File: src/lbc_pkg.sv
// Constants and types shared by the local bus control strobe logic
package lbc_pkg;
    // Bus cycle phases; each one lasts one internal clock (two input clocks)
    typedef enum logic [2:0] {
        LBC_IDLE,
        LBC_T1,
        LBC_T2,
        LBC_T3,
        LBC_T4
    } lbc_state_t;

    localparam int LBC_AD_W = 16;
    localparam int LBC_HI_W = 4;
    localparam int LBC_ADDR_W = 20;
    localparam int LBC_HI_LSB = 16;
    localparam int LBC_LANE_W = 8;
    localparam int LBC_IN_RATIO = 2;
    localparam int LBC_REF_PERIOD_NS = 8;

    // Reset values of the pins
    localparam logic LBC_ALE_RST = 1'b0;
    localparam logic LBC_BHE_N_RST = 1'b1;
    localparam logic LBC_DEN_N_RST = 1'b1;
    localparam logic LBC_DIR_RST = 1'b0;
    localparam logic LBC_CLKOUT_RST = 1'b0;

    // Direction encoding on the transceiver direction pin
    localparam logic LBC_DIR_TX = 1'b1;
    localparam logic LBC_DIR_RX = 1'b0;
endpackage

File: src/lbc_bus_ctrl.sv
// Multiplexed local bus cycle sequencer and control strobes
// Contract
// - Address latch strobe is high during the address phase of each cycle.
// - Upper byte enable goes low when the cycle uses the upper data byte.
// - Bit zero with byte enable encode word, even byte, odd byte, refresh.
// - The upper byte enable pin doubles as the refresh indicator.
// - Transceiver enable is low only while data is transferred, high otherwise.
// - Transceiver direction high means write, low means read.
// - Timing reference output runs at half the input clock rate.
// - Timing reference toggles on every falling input edge, even duty cycle.
// - Low address bits in address phase, then data on the shared lines.
// - Upper four address bits in address phase, driven zero in data phase.
`timescale 1ns/1ps
module lbc_bus_ctrl #(
    parameter int AD_W = lbc_pkg::LBC_AD_W,
    parameter int ADDR_W = lbc_pkg::LBC_ADDR_W
) (
    input wire logic ref_clk,
    input wire logic nrst,
    input wire logic req_valid,
    output logic req_ready,
    input wire logic req_write,
    input wire logic req_byte,
    input wire logic req_refresh,
    input wire logic [ADDR_W-1:0] req_addr,
    input wire logic [AD_W-1:0] req_wdata,
    output logic done,
    output logic [AD_W-1:0] rdata,
    output logic [AD_W-1:0] ad_out,
    output logic ad_oe_n,
    input wire logic [AD_W-1:0] ad_in,
    output logic [lbc_pkg::LBC_HI_W-1:0] addr_hi,
    output logic ale,
    output logic bhe_n,
    output logic den_n,
    output logic transceiver_direction,
    output logic clkout
);
    localparam int LANE = lbc_pkg::LBC_LANE_W;

    lbc_pkg::lbc_state_t state_reg;
    logic phase_en;
    logic take;
    logic write_reg;
    logic refresh_reg;
    logic [AD_W-1:0] ad_out_reg;
    logic ad_oe_n_reg;
    logic [lbc_pkg::LBC_HI_W-1:0] addr_hi_reg;
    logic ale_reg;
    logic bhe_n_reg;
    logic den_n_reg;
    logic dir_reg;
    logic done_reg;
    logic [AD_W-1:0] rdata_reg;
    logic [AD_W-1:0] wdata_reg;
    logic [AD_W-1:0] ad_meta_reg;
    logic [AD_W-1:0] ad_sync_reg;

    lbc_clkgen u_clkgen (
        .ref_clk(ref_clk),
        .nrst(nrst),
        .clkout(clkout),
        .phase_en(phase_en)
    );

    // Byte enable from access size and address bit zero; refresh forces it high
    function automatic logic lbc_bhe_n(input logic is_refresh, input logic is_byte, input logic a0);
        if (is_refresh) begin
            return 1'b1;
        end else if (is_byte) begin
            return ~a0;
        end else begin
            return 1'b0;
        end
    endfunction

    assign req_ready = (state_reg == lbc_pkg::LBC_IDLE) && phase_en;
    assign take = req_valid && req_ready;

    // One phase per internal clock
    always_ff @(posedge ref_clk or negedge nrst) begin
        if (!nrst) begin
            state_reg <= lbc_pkg::LBC_IDLE;
        end else if (take) begin
            state_reg <= lbc_pkg::LBC_T1;
        end else if (phase_en) begin
            case (state_reg)
                lbc_pkg::LBC_T1: state_reg <= lbc_pkg::LBC_T2;
                lbc_pkg::LBC_T2: state_reg <= lbc_pkg::LBC_T3;
                lbc_pkg::LBC_T3: state_reg <= lbc_pkg::LBC_T4;
                lbc_pkg::LBC_T4: state_reg <= lbc_pkg::LBC_IDLE;
                default: state_reg <= lbc_pkg::LBC_IDLE;
            endcase
        end
    end

    // Cycle attributes captured with the request
    always_ff @(posedge ref_clk or negedge nrst) begin
        if (!nrst) begin
            write_reg <= 1'b0;
            refresh_reg <= 1'b0;
            wdata_reg <= '0;
        end else if (take) begin
            write_reg <= req_write && !req_refresh;
            refresh_reg <= req_refresh;
            // Byte writes appear on both lanes so either half serves the target
            wdata_reg <= req_byte ? {req_wdata[LANE-1:0], req_wdata[LANE-1:0]} : req_wdata;
        end
    end

    // Shared lines: address in the first phase, then data or released for a read
    always_ff @(posedge ref_clk or negedge nrst) begin
        if (!nrst) begin
            ad_out_reg <= '0;
            ad_oe_n_reg <= 1'b1;
            addr_hi_reg <= '0;
        end else if (take) begin
            ad_out_reg <= req_addr[AD_W-1:0];
            ad_oe_n_reg <= 1'b0;
            addr_hi_reg <= req_addr[lbc_pkg::LBC_HI_LSB +: lbc_pkg::LBC_HI_W];
        end else if (phase_en && state_reg == lbc_pkg::LBC_T1) begin
            ad_out_reg <= write_reg ? wdata_reg : '0;
            ad_oe_n_reg <= !write_reg;
            addr_hi_reg <= '0;
        end else if (phase_en && state_reg == lbc_pkg::LBC_T3) begin
            ad_oe_n_reg <= 1'b1;
        end
    end

    // Latch strobe covers the address phase only
    always_ff @(posedge ref_clk or negedge nrst) begin
        if (!nrst) begin
            ale_reg <= lbc_pkg::LBC_ALE_RST;
        end else if (take) begin
            ale_reg <= 1'b1;
        end else if (phase_en) begin
            ale_reg <= 1'b0;
        end
    end

    // Byte enable stands for the whole cycle
    always_ff @(posedge ref_clk or negedge nrst) begin
        if (!nrst) begin
            bhe_n_reg <= lbc_pkg::LBC_BHE_N_RST;
        end else if (take) begin
            bhe_n_reg <= lbc_bhe_n(req_refresh, req_byte, req_addr[0]);
        end else if (phase_en && state_reg == lbc_pkg::LBC_T4) begin
            bhe_n_reg <= lbc_pkg::LBC_BHE_N_RST;
        end
    end

    // Transceiver enable low in the data phases; refresh moves no data
    always_ff @(posedge ref_clk or negedge nrst) begin
        if (!nrst) begin
            den_n_reg <= lbc_pkg::LBC_DEN_N_RST;
        end else if (phase_en && state_reg == lbc_pkg::LBC_T1) begin
            den_n_reg <= refresh_reg;
        end else if (phase_en && state_reg == lbc_pkg::LBC_T3) begin
            den_n_reg <= 1'b1;
        end
    end

    // Direction set at request, when enable is still high, and held through the cycle
    always_ff @(posedge ref_clk or negedge nrst) begin
        if (!nrst) begin
            dir_reg <= lbc_pkg::LBC_DIR_RST;
        end else if (take && den_n_reg) begin
            dir_reg <= (req_write && !req_refresh) ? lbc_pkg::LBC_DIR_TX : lbc_pkg::LBC_DIR_RX;
        end
    end

    // Input lines come from pins, so two flops precede any use
    always_ff @(posedge ref_clk or negedge nrst) begin
        if (!nrst) begin
            ad_meta_reg <= '0;
            ad_sync_reg <= '0;
        end else begin
            ad_meta_reg <= ad_in;
            ad_sync_reg <= ad_meta_reg;
        end
    end

    // Read data taken at the end of the cycle; the sync delay fits inside the last phase
    always_ff @(posedge ref_clk or negedge nrst) begin
        if (!nrst) begin
            rdata_reg <= '0;
            done_reg <= 1'b0;
        end else begin
            done_reg <= phase_en && state_reg == lbc_pkg::LBC_T4;
            if (phase_en && state_reg == lbc_pkg::LBC_T4 && !write_reg && !refresh_reg) begin
                rdata_reg <= ad_sync_reg;
            end
        end
    end

    assign ad_out = ad_out_reg;
    assign ad_oe_n = ad_oe_n_reg;
    assign addr_hi = addr_hi_reg;
    assign ale = ale_reg;
    assign bhe_n = bhe_n_reg;
    assign den_n = den_n_reg;
    assign transceiver_direction = dir_reg;
    assign done = done_reg;
    assign rdata = rdata_reg;

    property p_ale_addr;
        @(posedge ref_clk) disable iff (!nrst)
        take |=> ale && !ad_oe_n && ad_out == $past(req_addr[AD_W-1:0]) ##1 ale ##1 !ale;
    endproperty
    a_ale_addr: assert property (p_ale_addr) else $error("latch strobe or address phase wrong");

    property p_bhe_upper;
        @(posedge ref_clk) disable iff (!nrst)
        take && !req_refresh && (!req_byte || req_addr[0]) |=> !bhe_n [*8];
    endproperty
    a_bhe_upper: assert property (p_bhe_upper) else $error("byte enable not low for upper lane");

    property p_encode;
        @(posedge ref_clk) disable iff (!nrst)
        take |=> bhe_n == ($past(req_refresh) ? 1'b1 : ($past(req_byte) ? ~ad_out[0] : 1'b0));
    endproperty
    a_encode: assert property (p_encode) else $error("cycle type encoding wrong");

    property p_refresh;
        @(posedge ref_clk) disable iff (!nrst)
        take && req_refresh |=> bhe_n && den_n && ad_out[0] == $past(req_addr[0]) ##1 (bhe_n && den_n) [*7];
    endproperty
    a_refresh: assert property (p_refresh) else $error("refresh indication wrong");

    property p_den_window;
        @(posedge ref_clk) disable iff (!nrst)
        !den_n |-> (state_reg == lbc_pkg::LBC_T2 || state_reg == lbc_pkg::LBC_T3) && !refresh_reg;
    endproperty
    a_den_window: assert property (p_den_window) else $error("transceiver enabled outside data transfer");

    property p_dir;
        @(posedge ref_clk) disable iff (!nrst)
        take && !req_refresh |=> transceiver_direction == $past(req_write);
    endproperty
    a_dir: assert property (p_dir) else $error("direction does not follow access type");

    property p_data_phase;
        @(posedge ref_clk) disable iff (!nrst)
        $rose(den_n == 1'b0) |-> addr_hi == '0 && (ad_oe_n == !write_reg);
    endproperty
    a_data_phase: assert property (p_data_phase) else $error("data phase lines wrong");

    property p_dir_stable;
        @(posedge ref_clk) disable iff (!nrst)
        !den_n && !$past(den_n) |-> $stable(transceiver_direction);
    endproperty
    a_dir_stable: assert property (p_dir_stable) else $error("direction changed while enabled");

    c_write: cover property (@(posedge ref_clk) disable iff (!nrst) take && req_write ##[8:10] done);
    c_read: cover property (@(posedge ref_clk) disable iff (!nrst) take && !req_write && !req_refresh ##[8:10] done);
    c_refresh: cover property (@(posedge ref_clk) disable iff (!nrst) take && req_refresh ##[8:10] done);
endmodule

File: src/lbc_clkgen.sv
// Half-rate timing reference and internal phase enable
`timescale 1ns/1ps
module lbc_clkgen (
    input wire logic ref_clk,
    input wire logic nrst,
    output logic clkout,
    output logic phase_en
);
    logic clkout_reg;
    logic phase_reg;

    // Reference toggles on every falling input edge: half rate, even duty
    always_ff @(negedge ref_clk or negedge nrst) begin
        if (!nrst) begin
            clkout_reg <= lbc_pkg::LBC_CLKOUT_RST;
        end else begin
            clkout_reg <= ~clkout_reg;
        end
    end

    // Rising-edge enable marks one internal clock in every two input clocks
    always_ff @(posedge ref_clk or negedge nrst) begin
        if (!nrst) begin
            phase_reg <= 1'b0;
        end else begin
            phase_reg <= ~phase_reg;
        end
    end

    assign clkout = clkout_reg;
    assign phase_en = phase_reg;

    property p_half_rate;
        @(posedge ref_clk) disable iff (!nrst)
        phase_en |=> !phase_en;
    endproperty
    a_half_rate: assert property (p_half_rate)
        else $error("phase enable not at half rate");

    // The release edge itself still holds reset, so toggling is only owed once reset was seen high
    property p_toggle;
        @(negedge ref_clk) disable iff (!nrst)
        $past(nrst) |-> clkout != $past(clkout);
    endproperty
    a_toggle: assert property (p_toggle)
        else $error("clock output missed a falling edge toggle");
endmodule

File: config.mk
export PLATFORM = sky130hd
export DESIGN_NAME = lbc_bus_ctrl
export DESIGN_NICKNAME = d
export VERILOG_FILES = /design/src/lbc_pkg.sv /design/src/lbc_bus_ctrl.sv /design/src/lbc_clkgen.sv
export SDC_FILE = /design/constraint.sdc
export NUM_CORES = 1
export LEC_CHECK = 0
export ABC_AREA = 1
export ABC_CLOCK_PERIOD_IN_PS = 1670
export BUFFER_PORTS_ARGS = -buffer_cell sky130_fd_sc_hd__buf_2
export CORE_ASPECT_RATIO = 0.9
export CORE_MARGIN = 8
export CORE_UTILIZATION = 30
export DETAILED_ROUTE_END_ITERATION = 6
export GPL_TIMING_DRIVEN = 0
export MAX_ROUTING_LAYER = met4
export PLACE_DENSITY_LB_ADDON = 0.05
export SYNTH_ARGS = -nofsm -noshare
export SYNTH_HDL_FRONTEND = slang
export SYNTH_SLANG_ARGS = --single-unit
File: constraint.sdc
create_clock -name ref_clk -period 1.67 [get_ports ref_clk]
set_input_delay 0.334 -clock ref_clk [delete_from_list [all_inputs] [get_ports ref_clk]]
set_output_delay 0.334 -clock ref_clk [all_outputs]
set_load 0.1 [all_outputs]
# Yosys cells after proc, flatten, opt, wreduce, memory -nomap -nowiden
# Cells that the tools add are included.
[op_classes]
eq_ne = 4
n_mux = 20
bitwise_logic = 3
reduce_logical = 18
[ops]
columns = ["op", "n"]
rows = [
  ["$mux W16", 4],
  ["$mux W1", 11],
  ["$logic_and A1 B1 Y1", 9],
  ["$pmux W3 S3", 1],
  ["$mux W4", 2],
  ["$reduce_bool A2 Y1", 4],
  ["$eq A3 B2 Y1 const B", 2],
  ["$mux W3", 2],
  ["$eq A3 B1 Y1 const B", 1],
  ["$eq A3 B3 Y1 const B", 1],
  ["$logic_not A1 Y1", 3],
  ["$logic_not A3 Y1", 1],
  ["$not A1 Y1", 3],
  ["$reduce_bool A3 Y1", 1],
]
[word_totals]
reg_bits = 97
in_bits = 58
output_inout_bits = 44

# Longest topological paths before layout
[depth]
word_depth = 5
ltp_mapped = 7
ltp_nobuf = 6

# Modules after synthesis
# Synthesis repeated with hierarchy kept, for this count alone.
[hier_totals]
cells_unflattened = 403
area_unflattened_um2 = 3834.9
[modules_own_cells]
columns = ["module", "instances", "cells_each", "area_each_um2", "seq_area_each_um2"]
rows = [
  ["lbc_bus_ctrl", 1, 399, 3777.4, 2381.0],
  ["lbc_clkgen", 1, 4, 57.6, 50.0],
]

==> results.md <==
- ANT nets after route: 0
- Crit Path Class: flop to output port
- Core ar.: 12030 um2
- Largest family of logic cells by synthesized area: simple AND/OR/NAND/NOR gates
- Crit path cell chain: buf_12
- Post-synth top area cell: dfrtp_1
- Residual DRC count: 0
- Final hold vios: 2
- Final Max Slew Viols: 0
- Largest stage delay on the critical path: ~0.45 ns
- Avg WL per Cell: 15.09 um
- Area grow syn2layout: 31.07%
- Clk sink count: a little under 100
- Top_reg_cell synth: dfrtp_1
- GRT overflow: 0
- Crit end category: output port
- Synth top area share: 63.22%
- Starting Density: 30.60%
- Total Wirelength: 9.719 mm
- CP bufs+invs: 1
- Seq/Total Area, Yosys: between 60 and 70%
- CP Max Fanout: 2
- Setup tns final: -0.4833 ns
- Adder-Cell Fraction of Synth Area: 0%
- Die Y: 121.1 um
- Synth area leaders: dfrtp_1, nand2_1, nand3_1
- Final Cell Area: between 4000 and 5000 um2
- HPWL after detailed placement: 7.000 mm
- Initial antenna violation count: 1
- Syn Nets: 422
- Clock Tree Buf Depth: 2
- Hold Crit Class: input pin to async pin
- Placer congestion estimate: 0.7389
- Placed instance area: 4409 um2
- CP startpoint: u_clkgen.clkout$_DFF_NN0_
- DR iter-0 viols: 158
- Ys Warns: 0
- Post-synthesis mux area share: 0.2719%
- Filler cells: 1258
- Level count of the clock H-tree: 3
- Compound-cell area share of the yosys netlist: under 10%
- Commonest cells after routing, fill and taps aside: nand2_1, buf_2, dfrtp_1
- Die area: 16080 um2
- Root buffer cell: clkbuf_16
- Largest net degree at the start of global routing: 54
- GRT Util Overall: 12.96%
- Clock Pin Slew Worst Setup and Hold Paths: approximately 0.070 ns
- Via count: 2859
- Post-synthesis register bit count: 97
- Ys async rst share: 100.0%
- Fraction of layout cells with a size suffix above 1: 30.64%
- DRT Pass-1 Iters: 4
- Max Cap Viol: 0
- Skew final: 0.008076 ns
- Setup ws final: -0.4833 ns
- Worst hold slack: -0.0009581 ns
- Worst r2r src: state_reg[2]$_DFFE_PN0P_
- Crit-path leading delay family: flip-flops
- First-pass GRT wire length: approximately 16 mm
- Xor and xnor area share after synthesis: 0%
- Failing checks: hold timing, setup timing
- Post-synthesis simple-gate area fraction: 23.76%
- Max_slew headroom: between 50 and 60%
- Clock Latency Late Sink: 0.34 ns
- Unrepaired setup endpoints after global routing: true
- Die span in x: 132.8 um
- Critical Path AT: around 1.8 ns
- Worst EP required: 1.34 ns
- Crit path launch type: flop
- Worst-margin pin slew: between 0.6 and 0.7 ns
- Avg Cell Area, Syn: 10.11 um2
- Num CTS Buffers: 9
- Cell area after synthesis: 3681 um2
- Via/cell ratio: 4.439
- I/O Pins: 102
- Synth unique cells: 25
- Commonest non-fill, non-tap cell in the layout: nand2_1
- Setup violators final: 1
- Number of synthesized flops with an enable pin: 0
- CP max stage cell: dfrtn_1
- Cell row count: 38
- TritonCTS clock tree: done
- Vias in the first global route: 2993
- Layout Nets: about 540
- Outcome: finished, violations left
- Mapped Cells: roughly 360
- # port buffers: 99
==> Yosys cell counts (all sizes together) (2+ instances only) <==
| library cell | number |
|---|---|
| nor2 | 9 |
| inv | 23 |
| dfstp | 3 |
| clkbuf | 9 |
| o21ai | 31 |
| buf | 9 |
| nand3 | 64 |
| nand2 | 110 |
| a21oi | 2 |
| dfrtp | 93 |
| nand4 | 7 |
==> per-stage QoR <==
step	cells	utilization, %	hold WS [ns]	setup slack [ns]
6_report	644	40.11	-0.0009581	-0.4833
5_1_grt	644	40.11	0.04720	-0.5185
4_1_cts	642	39.93	0.01520	-0.4982
3_5_place_dp	624	36.65	0.3006	-0.3011
3_3_place_gp	623	36.41	0.3010	-1.538
2_1_floorplan	364	-	0.03841	-0.4619
==> final timing paths <==
check | cells past startpoint | slack [ns] | to
setup reg to reg | 6 | 0.16 | ad_out[1]$_DFFE_PN0P_
hold reg to reg | 0 | 0.35 | ad_sync_reg[8]$_DFF_PN0_
min in group ref_clk | 1 | 0.10 | ad_meta_reg[13]$_DFF_PN0_
setup / recovery | 1 | -0.48 | clkout
max in group asynchronous | 1 | 0.53 | u_clkgen.clkout$_DFF_NN0_
hold / removal | 1 | -0.001 | ad_sync_reg[11]$_DFF_PN0_
==> cell type report <==
cell class / instances / area, um2 / area share, %
sequential: 97 / 2434 / 50.44
multi-input combinational: 225 / 1061 / 21.99
timing repair buffer: 103 / 585.6 / 12.14
clock buffer: 11 / 252.7 / 5.239
tap: 160 / 200.2 / 4.149
buffer: 18 / 108.9 / 2.256
inverter: 24 / 93.84 / 1.945
clock inverter: 5 / 86.33 / 1.789
antenna: 1 / 2.502 / 0.05187
==> worst reg2reg max path, delay by kind of cell, from the launching register on <==
kind,cells,cell delay (ns)
buffers and inverters,2,0.41
flip-flops,1,0.41
AND/OR/NAND/NOR,4,0.58
==> cell families (layout without fill, tap and decap cells) <==
| group | after synthesis | in the layout |
|---|---|---|
| compound gates | 33 | 33 |
| buf+inv | 42 | 161 |
| flops | 97 | 97 |
| mux | 1 | 1 |
| other cells | 0 | 1 |
| simple gates | 191 | 191 |
==> metal layers <==
metal  vias up  GRT usage (%)  part of all wire, %
met4         0          4.040                  1.2
li1       1409              -                    -
met3        11          3.891                  5.2
met2        72          18.80                   45
met5         -              -                    0
met1      1367          17.08                   48
==> what timing repair did <==
item / 4_1_cts / 5_1_grt
gates resized for setup: 12 / 8
hold endpoints to repair: 0 / 0
pin swaps: 1 / 1
setup buffers: 2 / 1
hold buffers: 0 / 0
setup endpoints to repair: 13 / 21
Power is not shown: default switching activity piles up to over one toggle a cycle in this logic, so the estimate is an artifact.
